===== config.mk =====
export PLATFORM = sky130hd
export DESIGN_NAME = bmw_decode
export DESIGN_NICKNAME = d
export VERILOG_FILES = /design/src/verilog/bmw_pkg.sv /design/src/verilog/bmw_decode.sv /design/src/verilog/bmw_window_cmp.sv
export SDC_FILE = /design/constraint.sdc
export NUM_CORES = 1
export LEC_CHECK = 0
export ABC_AREA = 0
export BUFFER_PORTS_ARGS = -buffer_cell sky130_fd_sc_hd__buf_2
export CAP_MARGIN = 25
export CORE_MARGIN = 4
export CORE_UTILIZATION = 53
export DETAILED_ROUTE_END_ITERATION = 16
export PLACE_DENSITY = 0.78
export SETUP_SLACK_MARGIN = 0.1
export SLEW_MARGIN = 40
export SYNTH_ARGS = -nofsm -noshare
export SYNTH_HDL_FRONTEND = slang
export SYNTH_SLANG_ARGS = --single-unit

===== constraint.sdc =====
create_clock -name i_clk -period 2.3 [get_ports i_clk]
set_clock_uncertainty 0.1 [all_clocks]
set_input_delay 0.23 -clock i_clk [delete_from_list [all_inputs] [get_ports i_clk]]
set_output_delay 0.23 -clock i_clk [all_outputs]
set_load 0.02 [all_outputs]

===== src/verilog/bmw_pkg.sv =====
package bmw_pkg;

	// ---------------------------------------------------------------
	// configuration offsets (byte addresses)
	// ---------------------------------------------------------------
	localparam logic [7:0] MEM_LOW_OFFSET  = 8'h20;
	localparam logic [7:0] MEM_HIGH_OFFSET = 8'h22;
	localparam logic [7:0] PF_LOW_OFFSET   = 8'h24;
	localparam logic [7:0] PF_HIGH_OFFSET  = 8'h26;
	localparam logic [7:0] PF_UP_LOW_OFFSET  = 8'h28;
	localparam logic [7:0] PF_UP_HIGH_OFFSET = 8'h2C;

	// ---------------------------------------------------------------
	// field layout and reset values
	// ---------------------------------------------------------------
	localparam int          FIELD_LSB        = 4;
	localparam int          FIELD_WIDTH      = 12;
	localparam int          ADDR_LOW_BITS    = 20;
	localparam logic [3:0]  MEM_LOW_NIBBLE   = 4'h0;
	localparam logic [3:0]  WIDE_INDICATOR   = 4'h1;
	localparam logic [15:0] MEM_RESET        = 16'h0000;
	localparam logic [15:0] PF_RESET         = 16'h0001;
	localparam logic [31:0] UPPER_RESET      = 32'h0000_0000;
	localparam logic [19:0] LOW_BITS_ZERO    = 20'h0_0000;
	localparam logic [19:0] LOW_BITS_ONES    = 20'hF_FFFF;

	// ---------------------------------------------------------------
	// carriers
	// ---------------------------------------------------------------
	typedef struct packed {
		logic        wr;
		logic        rd;
		logic [7:0]  addr;
		logic [3:0]  byte_en;
		logic [31:0] wdata;
	} bmw_cfg_req_type;

	typedef struct packed {
		logic        valid;
		logic [63:0] addr;
	} bmw_txn_type;

endpackage : bmw_pkg


===== src/verilog/bmw_decode.sv =====
// Functional notes
// - memory base field gives address bits 31:20
// - memory limit field, low bits all ones
// - memory registers read zero low nibble
// - forward when address in memory window
// - prefetch base field gives address bits 31:20
// - prefetch limit field, low bits all ones
// - forward when address in prefetch window
// - upper base register supplies bits 63:32
// - upper limit register supplies bits 63:32
// - prefetch low nibble reads one, reset 0001h
// - memory base and limit reset zero
// - upper registers writable, reset zero
`timescale 1ns/1ps
module bmw_decode (
	input  wire logic                     i_clk,
	input  wire logic                     i_rst_n,
	input  wire bmw_pkg::bmw_cfg_req_type i_cfg,
	input  wire bmw_pkg::bmw_txn_type     i_txn,
	output logic [31:0]                   o_rdata,
	output logic                          o_rvalid,
	output logic                          o_fwd_valid,
	output logic                          o_fwd_mem,
	output logic                          o_fwd_prefetch
);
	// ---------------------------------------------------------------
	// register storage
	// ---------------------------------------------------------------
	logic [11:0] memory_window_base_field;
	logic [11:0] memory_window_limit_field;
	logic [11:0] prefetch_window_base_field;
	logic [11:0] prefetch_window_limit_field;
	logic [31:0] prefetch_upper_base;
	logic [31:0] prefetch_upper_limit;
	logic [15:0] memory_window_low_bound;
	logic [15:0] memory_window_high_bound;
	logic [15:0] prefetch_window_low_bound;
	logic [15:0] prefetch_window_high_bound;
	logic [63:0] mem_low_addr;
	logic [63:0] mem_high_addr;
	logic [63:0] pf_low_addr;
	logic [63:0] pf_high_addr;
	logic        mem_hit;
	logic        pf_hit;
	logic [31:0] next_rdata;
	logic [7:0]  word_addr;
	logic        wr_word_20;
	logic        wr_word_24;

	// ---------------------------------------------------------------
	// layout check
	// ---------------------------------------------------------------
	if (bmw_pkg::FIELD_LSB + bmw_pkg::FIELD_WIDTH != 16
		|| bmw_pkg::FIELD_WIDTH + bmw_pkg::ADDR_LOW_BITS != 32) begin : g_bad_layout
		$error("field layout does not fit the window registers");
	end

	assign word_addr  = {i_cfg.addr[7:2], 2'b00};
	assign wr_word_20 = i_cfg.wr && (word_addr == bmw_pkg::MEM_LOW_OFFSET);
	assign wr_word_24 = i_cfg.wr && (word_addr == bmw_pkg::PF_LOW_OFFSET);

	// ---------------------------------------------------------------
	// configuration writes
	// ---------------------------------------------------------------
	always_ff @(posedge i_clk) begin
		if (!i_rst_n) begin
			memory_window_base_field  <= bmw_pkg::MEM_RESET[15:4];
			memory_window_limit_field <= bmw_pkg::MEM_RESET[15:4];
		end else begin
			if (wr_word_20 && i_cfg.byte_en[0]) begin
				memory_window_base_field[3:0] <= i_cfg.wdata[7:4];
			end
			if (wr_word_20 && i_cfg.byte_en[1]) begin
				memory_window_base_field[11:4] <= i_cfg.wdata[15:8];
			end
			if (wr_word_20 && i_cfg.byte_en[2]) begin
				memory_window_limit_field[3:0] <= i_cfg.wdata[23:20];
			end
			if (wr_word_20 && i_cfg.byte_en[3]) begin
				memory_window_limit_field[11:4] <= i_cfg.wdata[31:24];
			end
		end
	end

	always_ff @(posedge i_clk) begin
		if (!i_rst_n) begin
			prefetch_window_base_field  <= bmw_pkg::PF_RESET[15:4];
			prefetch_window_limit_field <= bmw_pkg::PF_RESET[15:4];
		end else begin
			if (wr_word_24 && i_cfg.byte_en[0]) begin
				prefetch_window_base_field[3:0] <= i_cfg.wdata[7:4];
			end
			if (wr_word_24 && i_cfg.byte_en[1]) begin
				prefetch_window_base_field[11:4] <= i_cfg.wdata[15:8];
			end
			if (wr_word_24 && i_cfg.byte_en[2]) begin
				prefetch_window_limit_field[3:0] <= i_cfg.wdata[23:20];
			end
			if (wr_word_24 && i_cfg.byte_en[3]) begin
				prefetch_window_limit_field[11:4] <= i_cfg.wdata[31:24];
			end
		end
	end

	// ---------------------------------------------------------------
	// upper 32-bit prefetch registers, one per byte lane
	// ---------------------------------------------------------------
	genvar lane;
	generate
		for (lane = 0; lane < 4; lane++) begin : g_upper
			always_ff @(posedge i_clk) begin
				if (!i_rst_n) begin
					prefetch_upper_base[lane*8 +: 8]  <= bmw_pkg::UPPER_RESET[lane*8 +: 8];
					prefetch_upper_limit[lane*8 +: 8] <= bmw_pkg::UPPER_RESET[lane*8 +: 8];
				end else begin
					if (i_cfg.wr && i_cfg.byte_en[lane]
						&& word_addr == bmw_pkg::PF_UP_LOW_OFFSET) begin
						prefetch_upper_base[lane*8 +: 8] <= i_cfg.wdata[lane*8 +: 8];
					end
					if (i_cfg.wr && i_cfg.byte_en[lane]
						&& word_addr == bmw_pkg::PF_UP_HIGH_OFFSET) begin
						prefetch_upper_limit[lane*8 +: 8] <= i_cfg.wdata[lane*8 +: 8];
					end
				end
			end
		end
	endgenerate

	// ---------------------------------------------------------------
	// register read view
	// ---------------------------------------------------------------
	assign memory_window_low_bound    = {memory_window_base_field, bmw_pkg::MEM_LOW_NIBBLE};
	assign memory_window_high_bound   = {memory_window_limit_field, bmw_pkg::MEM_LOW_NIBBLE};
	assign prefetch_window_low_bound  = {prefetch_window_base_field, bmw_pkg::WIDE_INDICATOR};
	assign prefetch_window_high_bound = {prefetch_window_limit_field, bmw_pkg::WIDE_INDICATOR};

	always_comb begin
		case (word_addr)
			bmw_pkg::MEM_LOW_OFFSET:    next_rdata = {memory_window_high_bound,
			                                          memory_window_low_bound};
			bmw_pkg::PF_LOW_OFFSET:     next_rdata = {prefetch_window_high_bound,
			                                          prefetch_window_low_bound};
			bmw_pkg::PF_UP_LOW_OFFSET:  next_rdata = prefetch_upper_base;
			bmw_pkg::PF_UP_HIGH_OFFSET: next_rdata = prefetch_upper_limit;
			default:                    next_rdata = 32'h0000_0000;
		endcase
	end

	always_ff @(posedge i_clk) begin
		if (!i_rst_n) begin
			o_rdata  <= 32'h0000_0000;
			o_rvalid <= 1'b0;
		end else begin
			o_rvalid <= i_cfg.rd;
			o_rdata  <= i_cfg.rd ? next_rdata : 32'h0000_0000;
		end
	end

	// ---------------------------------------------------------------
	// window bounds
	// ---------------------------------------------------------------
	assign mem_low_addr  = {32'h0000_0000, memory_window_base_field, bmw_pkg::LOW_BITS_ZERO};
	assign mem_high_addr = {32'h0000_0000, memory_window_limit_field, bmw_pkg::LOW_BITS_ONES};
	assign pf_low_addr   = {prefetch_upper_base, prefetch_window_base_field,
	                        bmw_pkg::LOW_BITS_ZERO};
	assign pf_high_addr  = {prefetch_upper_limit, prefetch_window_limit_field,
	                        bmw_pkg::LOW_BITS_ONES};

	bmw_window_cmp #(
		.WIDTH (64)
	) u_mem_cmp (
		.i_addr (i_txn.addr),
		.i_low  (mem_low_addr),
		.i_high (mem_high_addr),
		.o_hit  (mem_hit)
	);

	bmw_window_cmp #(
		.WIDTH (64)
	) u_pf_cmp (
		.i_addr (i_txn.addr),
		.i_low  (pf_low_addr),
		.i_high (pf_high_addr),
		.o_hit  (pf_hit)
	);

	// ---------------------------------------------------------------
	// forward decision
	// ---------------------------------------------------------------
	always_ff @(posedge i_clk) begin
		if (!i_rst_n) begin
			o_fwd_valid    <= 1'b0;
			o_fwd_mem      <= 1'b0;
			o_fwd_prefetch <= 1'b0;
		end else begin
			o_fwd_valid    <= i_txn.valid;
			o_fwd_mem      <= i_txn.valid && mem_hit;
			o_fwd_prefetch <= i_txn.valid && pf_hit;
		end
	end

endmodule : bmw_decode


===== src/verilog/bmw_window_cmp.sv =====
`timescale 1ns/1ps
module bmw_window_cmp #(
	parameter int WIDTH = 64
) (
	input  wire logic [WIDTH-1:0] i_addr,
	input  wire logic [WIDTH-1:0] i_low,
	input  wire logic [WIDTH-1:0] i_high,
	output logic                  o_hit
);
	// ---------------------------------------------------------------
	// elaboration check
	// ---------------------------------------------------------------
	if (WIDTH < 32) begin : g_bad_width
		$error("window width too small");
	end

	// ---------------------------------------------------------------
	// inclusive compare, empty when high is below low
	// ---------------------------------------------------------------
	assign o_hit = (i_high >= i_low) && (i_addr >= i_low) && (i_addr <= i_high);

endmodule : bmw_window_cmp


==> qor.log <==
qor: drt.wirelength 31200 um
qor: power.power_frac_seq 42.0%
qor: sta.sum_neg_setup_slack 0 ns
qor: global_routing.gr-total-overflow 0
qor: clocking.cts.reportedPaths.clkPinSlew 0.06 ns
qor: clocking.cts_root_buf sky130_fd_sc_hd__clkbuf_16
qor: sta.fmax 440 MHz
qor: sta.count_of_final_hold_check_violations 0
qor: drt.postRouteAntennaNets 0
qor: hold_path.min_from i_cfg[20]
qor: clocking.worstSkewPairLatency 0.44 ns
qor: setup_path.endpoint_kind flop
qor: clocking.cts_sinks 148
qor: logic_synthesis.post-synth-top-count-cell sky130_fd_sc_hd__nand2_1
qor: setup_path.crit_chain inv_2 > ha_4 > a21oi_2 > o21ai_2 > a221o_1 > a2111o_1 > a211oi_2 > o31ai_1 > o211a_1
qor: setup_path.crit_path_top_delay_cell sky130_fd_sc_hd__a2111o_1
qor: setup_path.rr_worst_depth 9
qor: setup_path.worstPathRequired 2.53 ns
qor: setup_path.capturing_point_of_the_worst_reg2reg_path o_fwd_prefetch$_SDFF_PN0_
qor: clocking.cts.htree.levels 4
qor: sta.setup_slack 0.0274 ns
qor: power.leakage_component_of_the_power 0.00508 uW
qor: power.netSwitchingFraction 24.8%
qor: clocking.cts_inserted_buffers 17
qor: drt.drt_pass1_iterations 6
qor: logic_synthesis.synth_fp_nets 1469
qor: setup_path.cp.buffers_inverters 1
qor: logic_synthesis.synth_largest_area_cell sky130_fd_sc_hd__dfxtp_1
qor: die.die_y 146 um
qor: logic_synthesis.synth_flop_cell sky130_fd_sc_hd__dfxtp_1
qor: logic_synthesis.synthDominantCellAreaShare 29.6%
qor: logic_synthesis.avgSynthCellArea 8.42 um2
qor: clocking.tritoncts built
qor: global_routing.antenna_found_initial 1
qor: die.floorplan.io_pins 149
qor: drt.routed_via_density 5.85
qor: sta.fin_worst_hold_slack 0.00759 ns
qor: die.fp.dieW 146 um
qor: die.initial_core_util 53.8%
qor: finish.final_core_util 66.5%
qor: drt.post-route-drc-count 0
qor: sta.setup-violations-final 0
qor: global_routing.track_usage 28.9%
qor: drt.detailedRoute.firstIterationViolations 830
qor: setup_path.cp.arrival 2.50 ns
qor: logic_synthesis.ys_ff_latch 148
qor: logic_synthesis.post_synth_inst_count 1190
qor: placed_design.final_gp_congestion 0.951
qor: power.clock_power_share 46.9%
qor: power.p_sw 1520 uW
qor: setup_path.critical_path.top_delay_family compound AO/OA/AOI/OAI gates
qor: power.peakVddDrop 0.000546 V
qor: logic_synthesis.post_synth_most_frequent_cells sky130_fd_sc_hd__nand2_1, sky130_fd_sc_hd__ha_1, sky130_fd_sc_hd__dfxtp_1, sky130_fd_sc_hd__inv_1, sky130_fd_sc_hd__mux2i_1
qor: finish.layout.nets 1680
qor: sta.grt_setup_unrepaired true
qor: power.internal_power 4600 uW
qor: sta.period_needed 2.27 ns
qor: die.fp-row-count 50
qor: setup_path.worst_path_largest_cell_delay 0.42 ns
qor: placed_design.detailedPlacementHpwl 24300 um
qor: global_routing.first_pass_grt_wire_length 49600 um
qor: sta.timing.final.max_slew_violations 0
qor: status.outcome completed
qor: logic_synthesis.ys_seq_area_share 29.6%
qor: drt.post_drt_wl_per_cell 18.9 um
qor: logic_synthesis.post_synth_instance_area 10000 um2
qor: global_routing.first_global_vias 9395
qor: setup_path.rr_startpoint pf_low_addr[35]$_SDFFE_PN0P_
qor: flow_run.timing.max_cap.violations 0
qor: logic_synthesis.synth_warnings 0
qor: finish.area_growth_syn_to_layout 23.7%
qor: placed_design.detailedPlace.worstSlack -0.0964 ns
qor: logic_synthesis.ys_top_cells_by_area sky130_fd_sc_hd__dfxtp_1, sky130_fd_sc_hd__ha_1, sky130_fd_sc_hd__mux2i_1
qor: hold_path.hold_class primary input to flop
qor: logic_synthesis.synth_edf_count 0
qor: sta.period_share 98.8%
qor: sta.worstMarginPinSlew 0.692 ns
qor: power.power_density 494 nW/um2
qor: clocking.cts-root-to-sink-buffers 2
qor: logic_synthesis.synth_cell_types 45
qor: logic_synthesis.synthArstFlopShare 0%
qor: hold_path.holdPathStages 3
qor: setup_path.worst-r2r-setup-slack 0.03 ns
qor: global_routing.grt_max_degree 113
qor: hold_path.destination_of_the_worst_hold_path pf_high_addr[52]$_SDFFE_PN0P_
qor: power.power.share.combinational 11.0%
qor: die.placeable_area 18600 um2
qor: finish.fill_cells 1478
qor: setup_path.critical_path_class flop to flop
qor: sta.slew_headroom 53.9%
qor: placed_design.io_buffer_count 146
qor: finish.drive_gt1_share 20.9%
qor: setup_path.cp_num_cells 9
qor: setup_path.critPathMaxFanout 2
qor: setup_path.start_kind flop
qor: die.design.die.area 21200 um2
qor: drt.vias 9649
state kept, by name (all words and copies together) (netlist names), 12 cells and up:
register                     count
pf_high_addr                    32
o_rdata                         32
prefetch_window_base_field      12
memory_window_limit_field       12
pf_low_addr                     32
prefetch_window_limit_field     12
memory_window_base_field        12
layer usage:
metal	routed length (um)	GRT usage (%)	share of wire [%]	vias up
li1	-	-	-	4627
met4	1310	13.1	4.2	0
met5	0	0	0	-
met2	13800	45.9	44	446
met1	13300	37.5	43	4485
met3	2790	6.76	8.9	91
how the worst max path moves through the flow:
stage	slack, ns	endpoint	from
2_1_floorplan	0.12	o_fwd_prefetch$_SDFF_PN0_	pf_low_addr[33]$_SDFFE_PN0P_
3_3_place_gp	-0.08	o_fwd_prefetch$_SDFF_PN0_	pf_low_addr[33]$_SDFFE_PN0P_
3_5_place_dp	-0.1	o_fwd_prefetch$_SDFF_PN0_	pf_low_addr[33]$_SDFFE_PN0P_
4_1_cts	0.03	o_fwd_prefetch$_SDFF_PN0_	pf_low_addr[38]$_SDFFE_PN0P_
5_1_grt	-0.06	o_fwd_prefetch$_SDFF_PN0_	pf_low_addr[35]$_SDFFE_PN0P_
6_report	0.03	o_fwd_prefetch$_SDFF_PN0_	pf_low_addr[35]$_SDFFE_PN0P_
metrics by stage:
| stage | total power [uW] | cell area (um2) | cells |
|---|---|---|---|
| 5_1_grt | 6290 | 12400 | 1648 |
| 4_1_cts | 6100 | 12300 | 1646 |
| 3_3_place_gp | 3230 | 11300 | 1590 |
| 6_report | 6130 | 12400 | 1648 |
| 3_5_place_dp | 3240 | 11300 | 1590 |
| 2_1_floorplan | 2960 | 10000 | 1190 |
worst register-to-register path: cells and delay by family (launching register included):
kind | cells | cell delay (ns)
DFF | 1 | 0.32
AOI/OAI and AO/OA | 7 | 1.47
buffers and inverters | 1 | 0.08
adders and majority gates | 1 | 0.21
placed cells by master, fill, tap and decap left out, types with 46 or more instances in the layout:
cell type,count
sky130_fd_sc_hd__dfxtp_1,136
sky130_fd_sc_hd__buf_2,146
sky130_fd_sc_hd__buf_4,57
sky130_fd_sc_hd__nor2b_1,51
sky130_fd_sc_hd__mux2i_1,72
sky130_fd_sc_hd__nor2_1,48
sky130_fd_sc_hd__ha_1,158
sky130_fd_sc_hd__nand2_1,183
sky130_fd_sc_hd__a21boi_0,65
sky130_fd_sc_hd__a21oi_1,46
sky130_fd_sc_hd__inv_1,111
area by class of cell:
cell class	instances	area [um2]	share of cell area (%)
diodes	1	2.50	0.0202
clock buffers	20	447	3.60
clock inverters	11	150	1.21
inverters	117	439	3.54
multi-input cells	891	6690	53.9
flip-flops and latches	148	2980	24.0
well taps	234	293	2.36
repair buffers	226	1400	11.3
power by group through the flow:
stage | Combinational (uW) | Clock, uW | Sequential, uW
3_3_place_gp | 596 | 0 | 2630
3_5_place_dp | 609 | 0 | 2630
4_1_cts | 654 | 2870 | 2580
6_report | 676 | 2870 | 2580
2_1_floorplan | 323 | 0 | 2630
5_1_grt | 743 | 2970 | 2570
cell families after synthesis:
logic type	count (synthesis)	share of synthesized area, %
DFF	148	29.6
and+or+nand+nor	393	19.2
buffers and inverters	151	5.81
muxes	72	7.19
adders and majority gates	166	20.7
AOI/OAI and AO/OA	260	17.5
what timing repair did:
action,CTS,global route
hold buffers,21,0
buffers inserted,4,1
endpoints found under the hold margin,38,0
gates resized for setup,31,21
cloned,0,0
setup endpoints to repair,1,2
pin swaps,17,9
Note: power is estimated with default switching activity, not from simulation.
